==> config.mk <==
export PLATFORM = sky130hd
export DESIGN_NAME = port_alt_function_select
export DESIGN_NICKNAME = d
export VERILOG_FILES = /design/src/rtl/pin_mux_pkg.sv /design/src/rtl/port_alt_function_select.sv /design/src/rtl/pin_cell.sv
export VERILOG_INCLUDE_DIRS = /design/src /design/src/rtl
export SDC_FILE = /design/constraint.sdc
export NUM_CORES = 1
export LEC_CHECK = 0
export BUFFER_PORTS_ARGS = -buffer_cell sky130_fd_sc_hd__buf_2
export CORE_AREA = 2 2 176 178
export DETAILED_ROUTE_END_ITERATION = 16
export DIE_AREA = 0 0 178 180
export HOLD_SLACK_MARGIN = 0.12
export PLACE_DENSITY = 0.67
export SYNTH_ARGS = -nofsm -noshare
export SYNTH_HDL_FRONTEND = slang
export SYNTH_SLANG_ARGS = --single-unit
==> constraint.sdc <==
create_clock -name mclk -period 3.85 [get_ports mclk]
set_input_delay 0 -clock mclk [delete_from_list [all_inputs] [get_ports mclk]]
set_output_delay 0 -clock mclk [all_outputs]
set_load 0.02 [all_outputs]
==> src/rtl/pin_mux_regs.svh <==
// register offsets, field positions and reset values of the pin function selector
`ifndef PIN_MUX_REGS_SVH
`define PIN_MUX_REGS_SVH
`define PM_OFS_DEBUG_CTRL 12'h000
`define PM_OFS_P0_DATA 12'h010
`define PM_OFS_P0_DIR 12'h014
`define PM_OFS_P0_MODE 12'h018
`define PM_OFS_P0_FSEL 12'h01C
`define PM_OFS_P0_FSELX 12'h020
`define PM_OFS_P3_DATA 12'h030
`define PM_OFS_P3_DIR 12'h034
`define PM_OFS_P3_MODE 12'h038
`define PM_OFS_P3_FSEL 12'h03C
`define PM_OFS_P3_FSELX 12'h040
`define PM_OFS_P0_LEVEL 12'h050
`define PM_OFS_P3_LEVEL 12'h054
`define PM_OFS_STATUS 12'h060
`define PM_BIT_DEBUG_EN 0
`define PM_BIT_DEBUG_RST 5
`define PM_BIT_IRQ7 1
`define PM_BIT_IRQ8 9
`define PM_RST_DEBUG_CTRL 1'b1
`define PM_RST_DIR 16'hFFFF
`define PM_RST_ZERO 16'h0000
`endif

==> src/rtl/pin_mux_pkg.sv <==
// types shared by the pin function selector
package pin_mux_pkg;
  typedef enum logic [1:0] {
    fn_sel_00 = 2'h0,
    fn_sel_01 = 2'h1,
    fn_sel_10 = 2'h2,
    fn_sel_11 = 2'h3
  } fn_sel_t;
endpackage

==> src/rtl/port_alt_function_select.sv <==
// port 0 and port 3 function selector with debug pin release, APB slave
//
// Behaviour
// - after reset, port 0 bit 5 serves as debug unit reset input, not as port or irq 2.
// - pull-down on the debug reset pin is on after reset and off once the enable clears.
// - in alternate mode the port output data is ignored.
// - alternate function chosen by mode bit 1 plus select and extended select bits.
// - mode bit 0 keeps a port, mode bit 1 gives the pin to its alternate function.
//
// Design decisions made here: register access over APB and the address map.
`include "pin_mux_regs.svh"
module port_alt_function_select #(
  parameter int PORT_W = 16
) (
  input wire logic mclk,
  input wire logic reset,
  input wire logic psel,
  input wire logic penable,
  input wire logic pwrite,
  input wire logic [11:0] paddr,
  input wire logic [31:0] pwdata,
  output logic [31:0] prdata,
  output logic pready,
  output logic pslverr,
  input wire logic [PORT_W-1:0] port0_pin_in,
  output logic [PORT_W-1:0] port0_pin_out,
  output logic [PORT_W-1:0] port0_pin_oe,
  input wire logic [PORT_W-1:0] port3_pin_in,
  output logic [PORT_W-1:0] port3_pin_out,
  output logic [PORT_W-1:0] port3_pin_oe,
  input wire logic [4*PORT_W-1:0] port0_alt_out,
  input wire logic [4*PORT_W-1:0] port0_alt_oe,
  input wire logic [4*PORT_W-1:0] port3_alt_out,
  input wire logic [4*PORT_W-1:0] port3_alt_oe,
  input wire logic irq7_rising_enable,
  input wire logic irq7_falling_enable,
  input wire logic irq8_rising_enable,
  input wire logic irq8_falling_enable,
  input wire logic uart0_receive_enable,
  input wire logic uart2_receive_enable,
  output logic debug_unit_reset_in,
  output logic debug_pulldown_on,
  output logic ext_irq2_in,
  output logic ext_irq7_in,
  output logic ext_irq8_in,
  output logic uart0_receive_in,
  output logic uart2_receive_in,
  output logic share_conflict
);
  logic debug_pins_enable_bit_q, debug_pins_enable_bit_d;
  logic [PORT_W-1:0] p0_data_q, p0_data_d, p0_dir_q, p0_dir_d;
  logic [PORT_W-1:0] p0_mode_q, p0_mode_d, p0_fsel_q, p0_fsel_d, p0_fselx_q, p0_fselx_d;
  logic [PORT_W-1:0] p3_data_q, p3_data_d, p3_dir_q, p3_dir_d;
  logic [PORT_W-1:0] p3_mode_q, p3_mode_d, p3_fsel_q, p3_fsel_d, p3_fselx_q, p3_fselx_d;
  logic [31:0] prdata_d;
  logic pready_d, pslverr_d;
  logic wr_en, rd_en, hit;
  logic [31:0] rd_val;
  logic [PORT_W-1:0] p0_force_in;
  logic dbg_d, pd_d, irq2_d, irq7_d, irq8_d, rx0_d, rx2_d, conflict_d;
  logic [31:0] stat;

  // zero wait state: setup cycle then one access cycle
  // a write lands only at the access edge, where the master sees pready high
  assign wr_en = psel & penable & pready & pwrite;
  assign rd_en = psel & ~penable & ~pwrite;

  always_comb
  begin
    stat = 32'h0000_0000;
    stat[0] = debug_pins_enable_bit_q;
    stat[1] = share_conflict;
    hit = 1'b1;
    rd_val = 32'h0000_0000;
    unique case (paddr)
      `PM_OFS_DEBUG_CTRL: rd_val[`PM_BIT_DEBUG_EN] = debug_pins_enable_bit_q;
      `PM_OFS_P0_DATA: rd_val[PORT_W-1:0] = p0_data_q;
      `PM_OFS_P0_DIR: rd_val[PORT_W-1:0] = p0_dir_q;
      `PM_OFS_P0_MODE: rd_val[PORT_W-1:0] = p0_mode_q;
      `PM_OFS_P0_FSEL: rd_val[PORT_W-1:0] = p0_fsel_q;
      `PM_OFS_P0_FSELX: rd_val[PORT_W-1:0] = p0_fselx_q;
      `PM_OFS_P3_DATA: rd_val[PORT_W-1:0] = p3_data_q;
      `PM_OFS_P3_DIR: rd_val[PORT_W-1:0] = p3_dir_q;
      `PM_OFS_P3_MODE: rd_val[PORT_W-1:0] = p3_mode_q;
      `PM_OFS_P3_FSEL: rd_val[PORT_W-1:0] = p3_fsel_q;
      `PM_OFS_P3_FSELX: rd_val[PORT_W-1:0] = p3_fselx_q;
      `PM_OFS_P0_LEVEL: rd_val[PORT_W-1:0] = port0_pin_in;
      `PM_OFS_P3_LEVEL: rd_val[PORT_W-1:0] = port3_pin_in;
      `PM_OFS_STATUS: rd_val = stat;
      default: hit = 1'b0;
    endcase
  end

  always_comb
  begin
    debug_pins_enable_bit_d = debug_pins_enable_bit_q;
    p0_data_d = p0_data_q;
    p0_dir_d = p0_dir_q;
    p0_mode_d = p0_mode_q;
    p0_fsel_d = p0_fsel_q;
    p0_fselx_d = p0_fselx_q;
    p3_data_d = p3_data_q;
    p3_dir_d = p3_dir_q;
    p3_mode_d = p3_mode_q;
    p3_fsel_d = p3_fsel_q;
    p3_fselx_d = p3_fselx_q;
    pready_d = psel & ~penable;
    pslverr_d = psel & ~penable & ~hit;
    prdata_d = (rd_en & hit) ? rd_val : 32'h0000_0000;
    if (wr_en)
    begin
      unique case (paddr)
        // the enable only clears; it is restored by reset alone
        `PM_OFS_DEBUG_CTRL: debug_pins_enable_bit_d =
          debug_pins_enable_bit_q & pwdata[`PM_BIT_DEBUG_EN];
        `PM_OFS_P0_DATA: p0_data_d = pwdata[PORT_W-1:0];
        `PM_OFS_P0_DIR: p0_dir_d = pwdata[PORT_W-1:0];
        `PM_OFS_P0_MODE: p0_mode_d = pwdata[PORT_W-1:0];
        `PM_OFS_P0_FSEL: p0_fsel_d = pwdata[PORT_W-1:0];
        `PM_OFS_P0_FSELX: p0_fselx_d = pwdata[PORT_W-1:0];
        `PM_OFS_P3_DATA: p3_data_d = pwdata[PORT_W-1:0];
        `PM_OFS_P3_DIR: p3_dir_d = pwdata[PORT_W-1:0];
        `PM_OFS_P3_MODE: p3_mode_d = pwdata[PORT_W-1:0];
        `PM_OFS_P3_FSEL: p3_fsel_d = pwdata[PORT_W-1:0];
        `PM_OFS_P3_FSELX: p3_fselx_d = pwdata[PORT_W-1:0];
        default: ;
      endcase
    end
  end

  always_ff @(posedge mclk)
  begin
    if (reset)
    begin
      debug_pins_enable_bit_q <= `PM_RST_DEBUG_CTRL;
      p0_data_q <= `PM_RST_ZERO;
      p0_dir_q <= `PM_RST_DIR;
      p0_mode_q <= `PM_RST_ZERO;
      p0_fsel_q <= `PM_RST_ZERO;
      p0_fselx_q <= `PM_RST_ZERO;
      p3_data_q <= `PM_RST_ZERO;
      p3_dir_q <= `PM_RST_DIR;
      p3_mode_q <= `PM_RST_ZERO;
      p3_fsel_q <= `PM_RST_ZERO;
      p3_fselx_q <= `PM_RST_ZERO;
      prdata <= 32'h0000_0000;
      pready <= 1'b0;
      pslverr <= 1'b0;
    end
    else
    begin
      debug_pins_enable_bit_q <= debug_pins_enable_bit_d;
      p0_data_q <= p0_data_d;
      p0_dir_q <= p0_dir_d;
      p0_mode_q <= p0_mode_d;
      p0_fsel_q <= p0_fsel_d;
      p0_fselx_q <= p0_fselx_d;
      p3_data_q <= p3_data_d;
      p3_dir_q <= p3_dir_d;
      p3_mode_q <= p3_mode_d;
      p3_fsel_q <= p3_fsel_d;
      p3_fselx_q <= p3_fselx_d;
      prdata <= prdata_d;
      pready <= pready_d;
      pslverr <= pslverr_d;
    end
  end

  // debug reset pin is held as input while the debug unit owns it
  always_comb
  begin
    p0_force_in = '0;
    p0_force_in[`PM_BIT_DEBUG_RST] = debug_pins_enable_bit_q;
  end

  genvar gi;
  generate
    for (gi = 0; gi < PORT_W; gi++)
    begin : g_pin
      pin_cell u_p0 (
        .mclk(mclk),
        .reset(reset),
        .mode_bit(p0_mode_q[gi]),
        .dir_bit(p0_dir_q[gi]),
        .data_bit(p0_data_q[gi]),
        .fsel({p0_fselx_q[gi], p0_fsel_q[gi]}),
        .alt_out(port0_alt_out[4*gi +: 4]),
        .alt_oe(port0_alt_oe[4*gi +: 4]),
        .force_in(p0_force_in[gi]),
        .pin_out(port0_pin_out[gi]),
        .pin_oe(port0_pin_oe[gi])
      );
      pin_cell u_p3 (
        .mclk(mclk),
        .reset(reset),
        .mode_bit(p3_mode_q[gi]),
        .dir_bit(p3_dir_q[gi]),
        .data_bit(p3_data_q[gi]),
        .fsel({p3_fselx_q[gi], p3_fsel_q[gi]}),
        .alt_out(port3_alt_out[4*gi +: 4]),
        .alt_oe(port3_alt_oe[4*gi +: 4]),
        .force_in(1'b0),
        .pin_out(port3_pin_out[gi]),
        .pin_oe(port3_pin_oe[gi])
      );
    end
  endgenerate

  always_comb
  begin
    dbg_d = debug_pins_enable_bit_q & port0_pin_in[`PM_BIT_DEBUG_RST];
    pd_d = debug_pins_enable_bit_q;
    // irq 2 only reaches the controller once debug has let go
    irq2_d = ~debug_pins_enable_bit_q & p0_mode_q[`PM_BIT_DEBUG_RST]
             & port0_pin_in[`PM_BIT_DEBUG_RST];
    // shared receive pins feed both users; software keeps one idle
    irq7_d = p3_mode_q[`PM_BIT_IRQ7] & port3_pin_in[`PM_BIT_IRQ7];
    rx0_d = ~p3_mode_q[`PM_BIT_IRQ7] | port3_pin_in[`PM_BIT_IRQ7];
    irq8_d = p3_mode_q[`PM_BIT_IRQ8] & port3_pin_in[`PM_BIT_IRQ8];
    rx2_d = ~p3_mode_q[`PM_BIT_IRQ8] | port3_pin_in[`PM_BIT_IRQ8];
    conflict_d = (uart0_receive_enable & (irq7_rising_enable | irq7_falling_enable))
               | (uart2_receive_enable & (irq8_rising_enable | irq8_falling_enable));
  end

  always_ff @(posedge mclk)
  begin
    if (reset)
    begin
      debug_unit_reset_in <= 1'b0;
      debug_pulldown_on <= 1'b1;
      ext_irq2_in <= 1'b0;
      ext_irq7_in <= 1'b0;
      ext_irq8_in <= 1'b0;
      uart0_receive_in <= 1'b1;
      uart2_receive_in <= 1'b1;
      share_conflict <= 1'b0;
    end
    else
    begin
      debug_unit_reset_in <= dbg_d;
      debug_pulldown_on <= pd_d;
      ext_irq2_in <= irq2_d;
      ext_irq7_in <= irq7_d;
      ext_irq8_in <= irq8_d;
      uart0_receive_in <= rx0_d;
      uart2_receive_in <= rx2_d;
      share_conflict <= conflict_d;
    end
  end
endmodule

==> src/rtl/pin_cell.sv <==
// one pin: chooses port or alternate function for driver and enable
`include "pin_mux_regs.svh"
module pin_cell (
  input wire logic mclk,
  input wire logic reset,
  input wire logic mode_bit,
  input wire logic dir_bit,
  input wire logic data_bit,
  input wire logic [1:0] fsel,
  input wire logic [3:0] alt_out,
  input wire logic [3:0] alt_oe,
  input wire logic force_in,
  output logic pin_out,
  output logic pin_oe
);
  logic out_d;
  logic oe_d;
  always_comb
  begin
    out_d = data_bit;
    oe_d = ~dir_bit;
    if (force_in)
    begin
      out_d = 1'b0;
      oe_d = 1'b0;
    end
    else if (mode_bit)
    begin
      // port data ignored in alternate mode
      unique case (pin_mux_pkg::fn_sel_t'(fsel))
        pin_mux_pkg::fn_sel_00:
        begin
          out_d = alt_out[0];
          oe_d = alt_oe[0];
        end
        pin_mux_pkg::fn_sel_01:
        begin
          out_d = alt_out[1];
          oe_d = alt_oe[1];
        end
        pin_mux_pkg::fn_sel_10:
        begin
          out_d = alt_out[2];
          oe_d = alt_oe[2];
        end
        pin_mux_pkg::fn_sel_11:
        begin
          out_d = alt_out[3];
          oe_d = alt_oe[3];
        end
      endcase
    end
  end
  always_ff @(posedge mclk)
  begin
    if (reset)
    begin
      pin_out <= 1'b0;
      pin_oe <= 1'b0;
    end
    else
    begin
      pin_out <= out_d;
      pin_oe <= oe_d;
    end
  end
endmodule

==> metrics.csv, run 1 <==
metric,value,unit
outcome,"complete, no violations",
routed vias,12910,
Crit. End Element,register,
Die H,180,um
DRC violations left,0,
Synth top cells by count,"287 x nand2_1, 251 x dfxtp_1, 150 x a21oi_1, 150 x nor2_1, 84 x mux2i_1",
Final period util,83.90,%
Relative slew margins,23.03,%
worst path arrival time,3710,ps
"Slew Viols, Final",0,
unrepaired setup endpoints after global routing,false,
Synth Warn #,0,
num ports,449,
area growth from synthesis to layout,37.36,%
Final Hold Fails,0,
Synth cell types,60,
TritonRoute pass-1 iters,6,
Core Rows,64,
H-tree levels,1,
share of the yosys chip area belonging to registers,39.98,%
Yosys top cell area share,39.98,%
Setup TNS,0,ps
Port Buf Inserts,416,
kind of critical path,in -> reg,
Max Buffers Root-to-Sink,3,
cell taking the most area after synthesis,dfxtp_1,
Synth Area in Compound Gates,11.63,%
Die Span X,178,um
Max IR drop VDD,0.3227,mV
Tot Pwr,6.034,mW
# Max-Cap Violations,0,
Setup WS post-layout,620.0,ps
final non-filler cell total,2308,
Final Critical Period,3230,ps
core box area,30190,um^2
Post-DRT Antenna Nets,0,
post-synthesis adder-cell area fraction,0,%
vias in the first global route,12810,
RD Place Congestion,0.9719,
layout cells sized above 1,31.46,%
dpl ws,1145,ps
first-pass GRT wire length,75300,um
Post-Syn Area,12570,um^2
Pleak,7.280,nW
Slew @ Worst Pin,1152,ps
Post-synth EDFFs,0,
Final Setup Violations,0,
"Net count, final",2231,
power per cell area,349.5,nW/um^2
largest net degree at the start of global routing,143,
"Clk pin slew, worst setup/hold paths",60,ps
final clock skew,9.304,ps
initial antenna violation count,7,
Initial Utilization,41.63,%
die area,32040,um^2
Detailed Route Iter0 Violations,1293,
most frequent cell after synthesis,nand2_1,
CTS sink cnt,251,
Post-Synth Simple-Gate Area,19.35,%
grt ovf,0,
post-CTS setup buffer count,0,
Final HPWL DP,35710,um
hold buffers post-CTS,183,
"Max FO, Critical Path",14,
ys async rst share,0,%
post-synthesis mux area share,20.94,%
clk_lat worst skew,550,ps
Placed Cells incl. Taps,2071,
per-cell routed wire length,22.13,um
Startpoint Class,primary input,
Synth Area in XOR/XNOR,0,%
register bit count reported by yosys,251,
maximum clock rate,309.6,MHz
main combinational cell family by area after synthesis,multiplexers,
via/cell ratio,5.594,
Hold Path Class,in -> reg,
Post-CTS Resized,0,
root buf cell,clkbuf_16,
Syn Inst Count,1391,
Detailed Route WL,51070,um
CTS buffer count,28,
syn_area_per_cell,9.035,um^2
Area contributors post-synth,"dfxtp_1 40%, mux4_2 12%, nand2_1 8.6%",
Util after Layout,57.19,%
Critical Path RT,4330,ps
CTS tree,built,
overall routing resource usage,30.96,%
"Top FF cell, synth",dfxtp_1,
## metrics by stage
step | hold WS (ps) | cell area (um^2)
global route | 172.2 | 17260
global placement | 263.7 | 14450
finish | 142.1 | 17260
floorplan | 112.3 | 12620
CTS | 126.1 | 17250
detailed placement | 268.9 | 14450
## final timing paths
path                                      start            end  slack (ps)  cells past startpoint
worst max-delay path                   paddr[9]     prdata[11]         620                     11
worst min-delay path            port0_pin_in[8]      prdata[8]         140                      5
worst max register to register           pready  p0_fsel_q[11]        1340                      5
worst min register to register    p0_data_q[12]  p0_data_q[12]         480                      2
## layer usage
layer	GRT usage, %	wire, um	vias up
met4	11.90	2031	4
met1	39.42	19820	6231
met3	5.732	4766	140
met5	0	27	-
li1	-	-	5825
met2	51.77	24420	711
## cells by family (layout without fill, tap and decap cells)
| logic type | after synthesis | after routing |
|---|---|---|
| compound gates | 242 | 242 |
| buf+inv | 177 | 678 |
| flops | 251 | 251 |
| mux | 175 | 175 |
| other cells | 1 | 21 |
| simple gates | 545 | 545 |
## where the power goes
group	internal (mW)	switching (mW)	leakage (nW)
clock network	1.73	1.10	0.482
registers	2.60	0.00109	2.02
logic	0.326	0.278	4.78
## worst max-delay path, stage by stage
cell,delay [ps]
dlygate4sd3_1,530
buf_2,140
nor4_4,200
dlygate4sd3_1,610
buf_4,240
buf_4,240
nand2_1,270
nor3_1,550
a221oi_1,190
dlygate4sd3_1,600
a21oi_1,130
## final cells by class
cell class,instances,area (um^2)
Antenna cell,5,12.51
Clock buffer,37,805.8
Clock inverter,12,166.4
Fill cell,2632,12920
Inverter,2,7.507
Multi-Input combinational cell,978,6621
Sequential cell,251,5025
Tap cell,396,495.5
Timing Repair Buffer,627,4130
## cell usage in the layout (no fill, tap or decap), types with 12 or more instances in the layout
master / netlist / final
mux2_2: 23 / 23
dlygate4sd3_1: 0 / 183
dfxtp_1: 251 / 251
nand3b_1: 33 / 33
conb_1: 1 / 16
a21oi_1: 150 / 150
nor2_1: 150 / 150
a22oi_1: 27 / 27
clkbuf_16: 0 / 29
buf_4: 82 / 28
nand2_1: 287 / 287
mux4_2: 68 / 68
buf_2: 16 / 415
mux2i_1: 84 / 84
o21ai_0: 12 / 12
nand3_1: 15 / 15
No activity file was read; power rests on OpenSTA's default activity.
==> run 2: changes to the inputs <==
- ABC_AREA: default -> 1
- PLACE_DENSITY: 0.67 -> 0.7
- clock period: 3.85 -> 2.8 ns (I/O delays scaled with it)
==> metrics.csv, run 2 <==
metric,value,unit
"Max FO, Critical Path",14,
core box area,30190,um^2
overall routing resource usage,29.98,%
CP Buf/Inv Count,5,
CP top delay family,buffers and inverters,
Synth cell types,29,
per-cell routed wire length,18.08,um
sw power,1.829,mW
M3 GR Usage,4.717,%
Placed Cells incl. Taps,2532,
first-pass GRT wire length,74570,um
Final period util,91.72,%
final non-filler cell total,2773,
Die H,180,um
power per cell area,471.6,nW/um^2
CTS tree,built,
via/cell ratio,5.302,
Crit. End Element,register,
Worst path slowest cell,dlygate4sd3_1,
Setup TNS,0,ps
RD Place Congestion,1.007,
area growth from synthesis to layout,37.83,%
Synth Warn #,0,
H-tree levels,1,
GR peak layer,met2,
DRC violations left,0,
post-synthesis mux area share,0,%
Area contributors post-synth,"dfxtp_1 40%, o21ai_0 9.6%, nand3_1 9.3%",
clk_lat worst skew,540,ps
final clock skew,15.53,ps
maximum clock rate,389.4,MHz
Final HPWL DP,36630,um
Final Critical Period,2568,ps
Port Buf Inserts,416,
part of the power in registers,43.6,%
ys async rst share,0,%
register bit count reported by yosys,251,
Post-DRT Antenna Nets,0,
Initial Utilization,41.75,%
combinational share of power,8.4,%
Final Hold Fails,0,
post-CTS setup buffer count,0,
crit-path cells,buf_2 -> nor2_1 -> nand2_2 -> nor2_4 -> buf_4 -> nand2_1 -> inv_2 -> nand2_1 -> o21ai_0 -> nor2_1 -> nand2_1 -> nor2_1 -> dlygate4sd3_1 -> nor2_2 -> dlygate4sd3_1,
Die Span X,178,um
Pleak,7.976,nW
Slew @ Worst Pin,905.2,ps
outcome,"complete, no violations",
largest net degree at the start of global routing,51,
Detailed Route WL,50130,um
Critical Path RT,3290,ps
Switching Share,22.32,%
worst path arrival time,3060,ps
grt ovf,0,
Finished Cell Area,17370,um^2
"commonest non-fill, non-tap cell in the layout",buf_2,
Synth Area in Compound Gates,20.75,%
initial antenna violation count,7,
Max Buffers Root-to-Sink,3,
Final Setup Violations,0,
cell taking the most area after synthesis,dfxtp_1,
Setup WS post-layout,231.9,ps
Clock Power Share,48.0,%
routed vias,14700,
Hold Path Class,in -> reg,
Detailed Route Iter0 Violations,1164,
"Net count, final",2694,
M1 GR Usage,41.03,%
Yosys top cell area share,39.87,%
share of the yosys chip area belonging to registers,39.87,%
P_int,6.364,mW
"Clk pin slew, worst setup/hold paths",60,ps
Post-Syn Area,12600,um^2
Synth top cells by count,"295 x nand2_1, 251 x dfxtp_1, 242 x o21ai_0",
dpl ws,724.2,ps
CTS sink cnt,251,
vias in the first global route,13550,
syn_area_per_cell,6.887,um^2
Post-synth EDFFs,0,
Core Rows,64,
Tot Pwr,8.192,mW
unrepaired setup endpoints after global routing,false,
root buf cell,clkbuf_16,
Max IR drop VDD,0.4220,mV
post-synthesis adder-cell area fraction,0,%
Post-Synth Simple-Gate Area,25.74,%
layout cells sized above 1,22.23,%
Synth Area in XOR/XNOR,0,%
"Top FF cell, synth",dfxtp_1,
Syn Inst Count,1830,
most frequent cells in the layout,"416 x buf_2, 295 x nand2_1, 251 x dfxtp_1",
Startpoint Class,primary input,
Relative slew margins,39.65,%
kind of critical path,in -> reg,
num ports,449,
R2R Setup Slk,410,ps
TritonRoute pass-1 iters,7,
"Slew Viols, Final",0,
most frequent cell after synthesis,nand2_1,
# Max-Cap Violations,0,
met2 usage,47.52,%
main combinational cell family by area after synthesis,simple AND/OR/NAND/NOR gates,
CP peak stage delay,560,ps
die area,32040,um^2
Placed Area,14520,um^2
CTS buffer count,27,
==> run 2: per-stage QoR <==
| step | util, % | hold slack [ps] |
|---|---|---|
| 6_report | 57.54 | 207.9 |
| 5_1_grt | 57.53 | 231.0 |
| 4_1_cts | 57.49 | 194.4 |
| 3_5_place_dp | 48.10 | 202.8 |
| 3_3_place_gp | 48.10 | 196.4 |
| 2_1_floorplan | - | 88.84 |
==> run 2: layer usage <==
| layer | vias up | part of all wire (%) | routed length (um) |
|---|---|---|---|
| met5 | - | 0.024 | 12 |
| met4 | 2 | 3.6 | 1808 |
| met3 | 116 | 8.9 | 4448 |
| met2 | 735 | 44 | 22030 |
| met1 | 6732 | 44 | 21830 |
| li1 | 7117 | - | - |
==> run 2: power groups by stage <==
| stage | Clock (mW) | Combinational (mW) | Sequential, mW |
|---|---|---|---|
| floorplan | 0 | 0.175 | 3.66 |
| finish | 3.93 | 0.685 | 3.58 |
| global route | 4.13 | 0.739 | 3.57 |
| global placement | 0 | 0.485 | 3.65 |
| CTS | 3.96 | 0.670 | 3.58 |
| detailed placement | 0 | 0.490 | 3.65 |
==> run 2: repair_timing <==
| action | 4_1_cts | 5_1_grt |
|---|---|---|
| endpoints found under the hold margin | 250 | 0 |
| setup endpoints to repair | 0 | 0 |
| resized for setup | 0 | 0 |
| hold buffers | 186 | 0 |
==> run 2: layout make-up <==
cell class / instances / area [um^2]
diodes: 6 / 15.01
clock buffers: 35 / 745.7
clock inverters: 14 / 229.0
fillers: 2828 / 12820
inverters: 216 / 813.3
multi-input cells: 1230 / 5919
flip-flops and latches: 251 / 5025
well taps: 396 / 495.5
repair buffers: 625 / 4129
==> run 2: final timing paths <==
kind / start / endpoint / cells after the start
worst min register to register: p3_mode_q[9] / uart2_receive_in / 1
worst min-delay path: reset / ext_irq8_in / 2
worst max register to register: p0_fselx_q[13] / prdata[13] / 8
worst max-delay path: paddr[11] / prdata[13] / 15
==> run 2: cell families (layout without fill, tap and decap cells) <==
kind of cell	after synthesis	after routing
compound gates	497	497
buf+inv	364	890
flops	251	251
other cells	1	22
simple gates	717	717
==> run 2: worst register-to-register path, delay by kind of cell, from the launching register on <==
family	cells	cell delay [ps]
compound gates	1	370
buf+inv	3	1240
flops	1	420
simple gates	4	290
